**config.mk**
```make
export PLATFORM = sky130hd
export DESIGN_NAME = hbi_host_port
export DESIGN_NICKNAME = d
export VERILOG_FILES = /design/src/hbi_pkg.sv /design/src/hbi_host_port.sv
export SDC_FILE = /design/constraint.sdc
export NUM_CORES = 1
export LEC_CHECK = 0
export BUFFER_PORTS_ARGS = -buffer_cell sky130_fd_sc_hd__buf_4
export CORE_MARGIN = 10
export CORE_UTILIZATION = 25
export DETAILED_ROUTE_END_ITERATION = 10
export GPL_ROUTABILITY_DRIVEN = 0
export GPL_TIMING_DRIVEN = 0
export PLACE_DENSITY = 0.43
export SYNTH_ARGS = -nofsm -noshare
export SYNTH_HDL_FRONTEND = slang
export SYNTH_SLANG_ARGS = --single-unit
```
**constraint.sdc**
```tcl
create_clock -name clock_in -period 3.25 [get_ports clock_in]
set_clock_uncertainty 0.2 [all_clocks]
set_input_delay 0.1625 -clock clock_in [delete_from_list [all_inputs] [get_ports clock_in]]
set_output_delay 0.1625 -clock clock_in [all_outputs]
set_load 0.01 [all_outputs]
```
**src/hbi_pkg.sv**
```systemverilog
package hbi_pkg;

   // ==========================================================
   // widths
   // ==========================================================
   localparam int ADDR_W   = 8;
   localparam int QUAD_W   = 32;
   localparam int BYTE_W   = 8;
   localparam int LANES    = 4;
   localparam int QIDX_W   = 6;
   localparam int PIN_W    = 31;

   // ==========================================================
   // field positions inside the synchronised pin vector
   // ==========================================================
   localparam int PIN_SEL  = 30;
   localparam int PIN_WR   = 29;
   localparam int PIN_RD   = 28;
   localparam int PIN_ALE  = 27;
   localparam int PIN_FLAG = 26;
   localparam int PIN_WID  = 25;
   localparam int PIN_MUX  = 24;
   localparam int PIN_ADDR = 16;
   localparam int PIN_ADLO = 8;
   localparam int PIN_DHI  = 0;

   // ==========================================================
   // reset values and 16-bit byte enables
   // ==========================================================
   // select and read/write strobes idle high, address latch strobe idles low
   localparam logic [PIN_W-1:0]  PIN_RST  = 31'h7000_0000;
   localparam logic [QUAD_W-1:0] QUAD_RST = 32'h0000_0000;
   localparam logic [ADDR_W-1:0] ADDR_RST = 8'h00;
   localparam logic [BYTE_W-1:0] BYTE_RST = 8'h00;
   localparam logic [LANES-1:0]  BE_LO16  = 4'h3;
   localparam logic [LANES-1:0]  BE_HI16  = 4'hc;

   typedef enum logic [1:0] {
      HBI_IDLE,
      HBI_READ_WAIT,
      HBI_WRITE_WAIT,
      HBI_HOLD
   } hbi_state_t;

endpackage

```
**src/hbi_host_port.sv**
```systemverilog
`timescale 1ns/10ps
`default_nettype none

// Behaviour
// RL1 - low byte lanes carry all register data; in wide mode odd lanes use the upper lines
// RL2 - upper lanes used only in wide mode
// RL3 - boundary flag triggers quadlet fetch or store
// RL4 - strobes ignored unless select is low; the address latch strobe is taken regardless of select
// RL5 - write strobe wins over read strobe
// RL6 - read strobe alone reads addressed register
// RL7 - open-drain interrupt low while any pending
// RL8 - latch strobe captures address in mux mode
// RL9 - stall high while access not complete
// RL10 - master reset acts asynchronously
// RL11 - width select picks 8 or 16 bits
// RL12 - mux select picks shared or separate address
// RL13 - staged quadlets keep internal updates atomic
module hbi_host_port
   import hbi_pkg::*;
(
   input  wire logic                clock_in,
   input  wire logic                rst_b_in,
   input  wire logic                master_reset_n_in,
   input  wire logic                host_select_n_in,
   input  wire logic                host_write_strobe_n_in,
   input  wire logic                host_read_strobe_n_in,
   input  wire logic                address_latch_strobe_in,
   input  wire logic                quadlet_boundary_flag_in,
   input  wire logic                width_select_in,
   input  wire logic                multiplex_select_in,
   input  wire logic [ADDR_W-1:0]   host_addr_low_in,
   input  wire logic [BYTE_W-1:0]   host_addr_data_low_in,
   output logic      [BYTE_W-1:0]   host_addr_data_low_out,
   output logic                     host_addr_data_low_oe_out,
   input  wire logic [BYTE_W-1:0]   host_data_high_in,
   output logic      [BYTE_W-1:0]   host_data_high_out,
   output logic                     host_data_high_oe_out,
   output logic                     host_stall_out,
   output logic                     host_irq_n_out,
   output logic                     host_irq_n_oe_out,
   output logic      [QIDX_W-1:0]   reg_addr_out,
   output logic      [QUAD_W-1:0]   reg_wdata_out,
   output logic                     reg_wr_out,
   output logic                     reg_rd_out,
   input  wire logic [QUAD_W-1:0]   reg_rdata_in,
   input  wire logic                reg_ack_in,
   input  wire logic                irq_pending_in
);

   // ==========================================================
   // pin synchronisers
   // ==========================================================
   logic [PIN_W-1:0]  pin_raw;
   logic [PIN_W-1:0]  pin_meta_q;
   logic [PIN_W-1:0]  pin_q;

   assign pin_raw = {host_select_n_in, host_write_strobe_n_in,
                     host_read_strobe_n_in, address_latch_strobe_in,
                     quadlet_boundary_flag_in, width_select_in,
                     multiplex_select_in, host_addr_low_in,
                     host_addr_data_low_in, host_data_high_in};

   always_ff @(posedge clock_in or negedge master_reset_n_in) begin
      if (!master_reset_n_in) begin // [RL10]
         pin_meta_q <= PIN_RST;
         pin_q      <= PIN_RST;
      end else if (!rst_b_in) begin
         pin_meta_q <= PIN_RST;
         pin_q      <= PIN_RST;
      end else begin
         pin_meta_q <= pin_raw;
         pin_q      <= pin_meta_q;
      end
   end

   logic              sel_n;
   logic              wr_n;
   logic              rd_n;
   logic              ale;
   logic              flag;
   logic              wide;
   logic              muxed;
   logic [ADDR_W-1:0] addr_pin;
   logic [BYTE_W-1:0] ad_lo;
   logic [BYTE_W-1:0] d_hi;

   assign sel_n    = pin_q[PIN_SEL];
   assign wr_n     = pin_q[PIN_WR];
   assign rd_n     = pin_q[PIN_RD];
   assign ale      = pin_q[PIN_ALE];
   assign flag     = pin_q[PIN_FLAG];
   assign wide     = pin_q[PIN_WID];
   assign muxed    = pin_q[PIN_MUX];
   assign addr_pin = pin_q[PIN_ADDR +: ADDR_W];
   assign ad_lo    = pin_q[PIN_ADLO +: BYTE_W];
   assign d_hi     = pin_q[PIN_DHI +: BYTE_W];

   // ==========================================================
   // address capture
   // ==========================================================
   logic [ADDR_W-1:0] addr_latch_q;
   logic [ADDR_W-1:0] addr_eff;

   always_ff @(posedge clock_in or negedge master_reset_n_in) begin
      if (!master_reset_n_in) begin
         addr_latch_q <= ADDR_RST;
      end else if (!rst_b_in) begin
         addr_latch_q <= ADDR_RST;
      end else if (muxed && ale) begin // [RL8]
         addr_latch_q <= ad_lo;
      end
   end

   // shared lines in mux mode, separate pins otherwise
   assign addr_eff = muxed ? addr_latch_q : addr_pin; // [RL12]

   // ==========================================================
   // access decode
   // ==========================================================
   logic acc_go;
   logic acc_wr;
   logic acc_rel;

   assign acc_go  = !sel_n && (!wr_n || !rd_n); // [RL4]
   assign acc_wr  = !wr_n; // [RL5]
   assign acc_rel = sel_n || (wr_n && rd_n);

   // byte enables of the current lane
   logic [LANES-1:0] lane_be;

   always_comb begin
      if (wide) begin // [RL11]
         lane_be = addr_eff[1] ? BE_HI16 : BE_LO16;
      end else begin
         lane_be = LANES'(1) << addr_eff[1:0];
      end
   end

   // ==========================================================
   // write staging
   // ==========================================================
   logic [QUAD_W-1:0] wstage_q;
   logic [QUAD_W-1:0] wmerge;

   for (genvar i = 0; i < LANES; i++) begin : g_lane
      // odd lanes come from the upper lines only in wide mode
      assign wmerge[i*BYTE_W +: BYTE_W] =
         !lane_be[i]          ? wstage_q[i*BYTE_W +: BYTE_W] :
         (wide && (i % 2 == 1)) ? d_hi : ad_lo; // [RL1] [RL2]
   end

   // ==========================================================
   // sequencing
   // ==========================================================
   hbi_state_t state_q;
   logic       is_wr_q;

   always_ff @(posedge clock_in or negedge master_reset_n_in) begin
      if (!master_reset_n_in) begin
         state_q <= HBI_IDLE;
         is_wr_q <= 1'b0;
      end else if (!rst_b_in) begin
         state_q <= HBI_IDLE;
         is_wr_q <= 1'b0;
      end else begin
         unique case (state_q)
            HBI_IDLE: begin
               if (acc_go) begin
                  is_wr_q <= acc_wr;
                  if (!flag) begin
                     state_q <= HBI_HOLD;
                  end else if (acc_wr) begin
                     state_q <= HBI_WRITE_WAIT; // [RL3]
                  end else begin
                     state_q <= HBI_READ_WAIT; // [RL3]
                  end
               end
            end
            HBI_READ_WAIT,
            HBI_WRITE_WAIT: begin
               if (reg_ack_in) begin
                  state_q <= HBI_HOLD;
               end
            end
            HBI_HOLD: begin
               if (acc_rel) begin
                  state_q <= HBI_IDLE;
               end
            end
         endcase
      end
   end

   // ==========================================================
   // staged quadlets
   // ==========================================================
   logic [QUAD_W-1:0] rstage_q;

   always_ff @(posedge clock_in or negedge master_reset_n_in) begin
      if (!master_reset_n_in) begin
         wstage_q <= QUAD_RST;
         rstage_q <= QUAD_RST;
      end else if (!rst_b_in) begin
         wstage_q <= QUAD_RST;
         rstage_q <= QUAD_RST;
      end else begin
         if (state_q == HBI_IDLE && acc_go && acc_wr) begin
            wstage_q <= wmerge; // [RL13]
         end
         if (state_q == HBI_READ_WAIT && reg_ack_in) begin
            rstage_q <= reg_rdata_in; // [RL13]
         end
      end
   end

   // ==========================================================
   // internal register requests
   // ==========================================================
   always_ff @(posedge clock_in or negedge master_reset_n_in) begin
      if (!master_reset_n_in) begin
         reg_addr_out  <= '0;
         reg_wdata_out <= QUAD_RST;
         reg_wr_out    <= 1'b0;
         reg_rd_out    <= 1'b0;
      end else if (!rst_b_in) begin
         reg_addr_out  <= '0;
         reg_wdata_out <= QUAD_RST;
         reg_wr_out    <= 1'b0;
         reg_rd_out    <= 1'b0;
      end else begin
         reg_wr_out <= 1'b0;
         reg_rd_out <= 1'b0;
         if (state_q == HBI_IDLE && acc_go && flag) begin
            reg_addr_out <= addr_eff[ADDR_W-1:2];
            if (acc_wr) begin
               reg_wdata_out <= wmerge; // [RL3] [RL5]
               reg_wr_out    <= 1'b1;
            end else begin
               reg_rd_out    <= 1'b1; // [RL6]
            end
         end
      end
   end

   // ==========================================================
   // host pins
   // ==========================================================
   logic [BYTE_W-1:0] rd_lo;
   logic [BYTE_W-1:0] rd_hi;
   logic              drive;

   always_comb begin
      if (wide) begin
         rd_lo = addr_eff[1] ? rstage_q[2*BYTE_W +: BYTE_W]
                             : rstage_q[0 +: BYTE_W];
         rd_hi = addr_eff[1] ? rstage_q[3*BYTE_W +: BYTE_W]
                             : rstage_q[BYTE_W +: BYTE_W];
      end else begin
         rd_lo = rstage_q[addr_eff[1:0]*BYTE_W +: BYTE_W];
         rd_hi = BYTE_RST;
      end
   end

   assign drive = (state_q == HBI_HOLD) && !is_wr_q && !acc_rel;

   always_ff @(posedge clock_in or negedge master_reset_n_in) begin
      if (!master_reset_n_in) begin
         host_addr_data_low_out    <= BYTE_RST;
         host_addr_data_low_oe_out <= 1'b0;
         host_data_high_out        <= BYTE_RST;
         host_data_high_oe_out     <= 1'b0;
      end else if (!rst_b_in) begin
         host_addr_data_low_out    <= BYTE_RST;
         host_addr_data_low_oe_out <= 1'b0;
         host_data_high_out        <= BYTE_RST;
         host_data_high_oe_out     <= 1'b0;
      end else begin
         host_addr_data_low_out    <= rd_lo;
         host_addr_data_low_oe_out <= drive; // [RL1] [RL6]
         host_data_high_out        <= rd_hi;
         host_data_high_oe_out     <= drive && wide; // [RL2]
      end
   end

   // stall rises as an access is taken, falls with data driven
   always_ff @(posedge clock_in or negedge master_reset_n_in) begin
      if (!master_reset_n_in) begin
         host_stall_out <= 1'b0;
      end else if (!rst_b_in) begin
         host_stall_out <= 1'b0;
      end else if (state_q == HBI_IDLE && acc_go) begin
         host_stall_out <= 1'b1; // [RL9]
      end else if (state_q == HBI_HOLD) begin
         host_stall_out <= 1'b0; // [RL9]
      end
   end

   // open drain: level always low, enable while pending
   always_ff @(posedge clock_in or negedge master_reset_n_in) begin
      if (!master_reset_n_in) begin
         host_irq_n_out    <= 1'b0;
         host_irq_n_oe_out <= 1'b0;
      end else if (!rst_b_in) begin
         host_irq_n_out    <= 1'b0;
         host_irq_n_oe_out <= 1'b0;
      end else begin
         host_irq_n_out    <= 1'b0;
         host_irq_n_oe_out <= irq_pending_in; // [RL7]
      end
   end

endmodule

`default_nettype wire

```
Word-level counts from Yosys, hierarchy flattened

Cells that the tools add are included.

Flip-flop bits (word level): 197
Bits in latches: 0
RAM bits: 0
ROM bits: 0
Output and inout bits: 61
Word-level logic and storage cells: 104
Memories: 0

Add/sub/neg operators: 0
$mul: 0
Divide/modulo/power cells: 0
$lt $le $gt $ge: 0
Equality and inequality tests: 14
Shift operators: 2
Muxes and demuxes: 49
Bitwise operators: 0
Reductions and logical operators: 22

Operator list:

| operator              | count |
|---|---|
| $mux W32              | 7 |
| $mux W8               | 14 |
| $mux W31              | 2 |
| $shiftx A32 B6 Y8     | 1 |
| $mux W1               | 15 |
| $mux W2               | 6 |
| $mux W6               | 2 |
| $ne A2 B1 Y1 const B  | 6 |
| $logic_and A1 B1 Y1   | 10 |
| $ne A3 B3 Y1 const B  | 3 |
| $mux W4               | 2 |
| $pmux W2 S3           | 1 |
| $logic_not A1 Y1      | 5 |
| $eq A2 B2 Y1 const B  | 2 |
| $reduce_and A2 Y1     | 2 |
| $shl A1 B2 Y4 const A | 1 |
| $ne A3 B1 Y1 const B  | 1 |
| $reduce_and A3 Y1     | 1 |
| $eq A2 B1 Y1 const B  | 1 |
| $logic_not A2 Y1      | 1 |
| $logic_or A1 B1 Y1    | 2 |
| $ne A2 B2 Y1 const B  | 1 |
| $reduce_or A2 Y1      | 1 |

Depth between registers and ports, before layout

Depth in word-level cells: 7
Mapped depth: 8
Gate-level depth less buffers: 6

Worst setup path before layout

Ideal clock, no wire load.

Kind: register to register
From: register state_q[0]
To: register wstage_q[16]
Arrival time: 1.621 ns
Required time: 2.914 ns
Path slack: 1.292 ns
Cell stages (with the launch flop): 9
Clock period less this slack: 1.958 ns
Cells stage by stage: dfrtp_1 inv_1 ha_1 buf_2 or3b_1 buf_2 clkbuf_1 o21ai_0 a21oi_1

Longest elaborated chain between the ends: 4

Ends and longest elaborated chain:

| item                              | RTL line             | RTL |
|---|---|---|
| start: declaration                | hbi_host_port.sv:155 | `hbi_state_t state_q;` |
| start signal: assignment          | hbi_host_port.sv:160 | `state_q <= HBI_IDLE;` |
| start signal: assignment          | hbi_host_port.sv:163 | `state_q <= HBI_IDLE;` |
| start signal: assignment          | hbi_host_port.sv:171 | `state_q <= HBI_HOLD;` |
| $logic_not A2 Y1                  | hbi_host_port.sv:207 | `if (state_q == HBI_IDLE && acc_go && acc_wr) begin` |
| $logic_and A1 B1 Y1 (2 in series) | hbi_host_port.sv:207 |  |
| $ne A2 B1 Y1 (no line)            | --                   |  |
| end signal: assignment            | hbi_host_port.sv:208 | `wstage_q <= wmerge;` |
| end: declaration                  | hbi_host_port.sv:142 | `logic [QUAD_W-1:0] wstage_q;` |

No other way between the ends.
A chain may end at the register's enable or synchronous reset.

Final worst setup path

From: register state_q[1]
To: register reg_wdata_out[21]

Longest elaborated chain between the ends: 5

Ends and longest elaborated chain:

| item                              | RTL line             | RTL |
|---|---|---|
| $logic_not A2 Y1                  | hbi_host_port.sv:233 | `if (state_q == HBI_IDLE && acc_go && flag) begin` |
| $logic_and A1 B1 Y1 (2 in series) | hbi_host_port.sv:233 |  |
| $ne A2 B1 Y1 (no line)            | --                   |  |
| $reduce_and A2 Y1 (no line)       | --                   |  |
| end signal: assignment            | hbi_host_port.sv:236 | `reg_wdata_out <= wmerge;` |
| end: declaration                  | hbi_host_port.sv:42  | `output logic [QUAD_W-1:0] reg_wdata_out,` |

No other way between the ends.

==> impl_metrics.ini <==
[logic_synthesis]
synthCells = 667
synth.net_count = 738
yosysSeqAreaShare = 0.6271
async_flop_share = 1.000
synth_edf_count = 0
yosysTopAreaCell = dfrtp_1
synth_area_leaders = dfrtp_1, and2_1, a22o_1
syn_area_um2 = 7873
synth-main-ff-cell = dfrtp_1
synth-seq-cells = 197
synth.avg_cell_area_um2 = 11.80
synth_warnings = 0
synth.top_cell.area_share = 0.6071
synth.distinct_cells = 50

[global_routing]
gr-total-overflow = 0
antenna_found_initial = 0
grt_max_degree = 113
grt_first_pass_wirelength_um = 37500
grt_usage = 0.1255
grt_pass1_vias = 6098

[critical_path]
worstSetupStartpoint = state_q[1]
reg2reg_to = reg_wdata_out[21]
r2r_slack_ns = 0.98
r2r_start = state_q[1]
crit_type = reg -> reg
crit_path_end = reg_wdata_out[21]
cp.arrival_ns = 2.41
reg2regPathDepth = 8
end_kind = flip-flop
cp.required_ns = 3.39
worstPathMaxFanout = 10
cp-start-kind = flip-flop

[sta]
min_period_over_period = 0.6985
worstMarginPinSlew_ns = 0.8880
tns_ns = 0
period_needed_ns = 2.270
hold_viol = 0
slew_headroom = 0.4058
rsz0062_at_grt = no
fmax_mhz = 440.5
report.final.slew_viol_count = 0
hold_ws_ns = 0.09975
setup_viol = 0

[layout]
nNetsFinal = 951
areaGrowthSynthToFinish_pct = 34.63
final_cell_mix = dfrtp_1, buf_4, dlygate4sd3_1
drive_gt1_frac = 0.2340
final_common_cell = dfrtp_1
layoutNonFillerInstCount = 1289
multiInputGateArea_um2 = 2660
seqCellArea_um2 = 4937
antenna_cells = 0
n_fill_cell = 3097
design_area_um2 = 10600

[detailed_routing]
firstDrtPassIters = 4
viasPerCell = 4.423
ant_nets = 0
vias = 5701
drtIter0Drc = 402
drc = 0
wirelength_um = 24020
wire_per_inst_um = 18.63

[die]
coreArea_um2 = 30830
io-pin-count = 129
die_h_um = 197.5
fp.dieArea_um2 = 38990
row_count = 64
start_util = 0.2554
fp.dieW_um = 197.5

[cts]
ctsHoldBuffers = 67
cts_buffer_depth = 2
post_cts_buffers = 0
cts.sinks = 197
numCtsBuffers = 17
cts_tree = yes
clkTransAtPathRegs_ns = 0.08
ctsResizeCount = 0
clock_latency_ns = 0.43
cts_htree_levels = 4
cts_root_buffer = clkbuf_16

[pwr]
ir_drop_uv = 346.0
p_leak_nw = 4.805
p_per_area_nw_per_um2 = 498.7

[outcome]
status = finished clean

[min_path]
hp-class = in -> async

[place]
port_buffers = 126
dp.cells = 1190
placed_area_um2 = 9349
hpwlAfterDp_um = 16980

[run]
drv_cap = 0
[through the flow]
step / util / worst slack, ns / power [W]
floorplan: - / 1.292 / 0.002920
global placement: 0.3021 / 0.2992 / 0.003180
detailed placement: 0.3032 / 0.9815 / 0.003185
CTS: 0.3438 / 0.9628 / 0.005371
global route: 0.3438 / 0.7717 / 0.005536
finish: 0.3438 / 0.9799 / 0.005285
[critical path: stages (launching register included)]
cell      delay (ns)
dfrtp_1         0.40
inv_1           0.08
ha_1            0.13
buf_2           0.21
nand2_1         0.13
nor3_2          0.33
clkbuf_1        0.39
o21ai_0         0.14
a31oi_1         0.17
[registers in the layout (all words and copies together) (netlist names), 2 cells and up]
| name | flops |
|---|---|
| reg_wdata_out | 32 |
| rstage_q | 32 |
| wstage_q | 32 |
| pin_meta_q | 31 |
| pin_q | 31 |
| addr_latch_q | 8 |
| host_addr_data_low_out | 8 |
| host_data_high_out | 8 |
| reg_addr_out | 6 |
| state_q | 2 |
[worst min path at each step]
stage	from	slack, ns	depth (start not counted)	end
after detailed placement	master_reset_n_in	0.02	1	pin_meta_q[23]
after global placement	host_write_strobe_n_in	0.17	2	pin_meta_q[29]
after floorplan	master_reset_n_in	-0.33	0	addr_latch_q[0]
final	master_reset_n_in	0.1	2	pin_meta_q[23]
after CTS	master_reset_n_in	0.13	2	pin_meta_q[23]
after global routing	master_reset_n_in	0.17	2	pin_meta_q[23]
[cell type report]
| cell class | count | area share |
|---|---|---|
| Sequential cell | 197 | 0.4658 |
| Multi-Input combinational cell | 409 | 0.2510 |
| Timing Repair Buffer | 194 | 0.1558 |
| Tap cell | 396 | 0.04675 |
| Clock buffer | 19 | 0.04179 |
| Buffer | 48 | 0.02137 |
| Clock inverter | 13 | 0.01287 |
| Inverter | 13 | 0.004604 |
[cell usage after synthesis, types with 8 or more instances]
master and instances:
a211oi_1 14, a21oi_1 28, a22o_1 33, a22oi_1 16
a31oi_1 16, and2_1 59, buf_2 13, clkbuf_1 25
dfrtp_1 191, inv_1 13, mux2_2 8, mux2i_1 17
nand2_1 60, nand2b_1 9, nand3_1 25, nor2_1 21
o21ai_0 28, o22ai_1 33
[power by group]
part | switching, W | internal [W] | leakage, nW | total [W]
Combinational | 0.000304 | 0.000264 | 1.85 | 0.000568
Clock | 0.00105 | 0.00105 | 0.282 | 0.00210
Sequential | 0.0000660 | 0.00255 | 2.68 | 0.00262
[routing by layer]
metal,wire (um),up-vias,track usage
li1,-,2798,-
met1,11370,2792,0.1682
met2,11650,98,0.2031
met3,774,13,0.02351
met4,221,0,0.03361
met5,0,-,0
[cell families after synthesis]
kind of cell             synth area share
AO/OA/AOI/OAI                      0.1756
adder cells (fa/ha/maj)          0.004768
multiplexers                      0.03306
AND/OR/NAND/NOR                    0.1240
other                           0.0004763
flip-flops                         0.6271
buffers and inverters             0.03496
(Power assumes the default switching activity.)
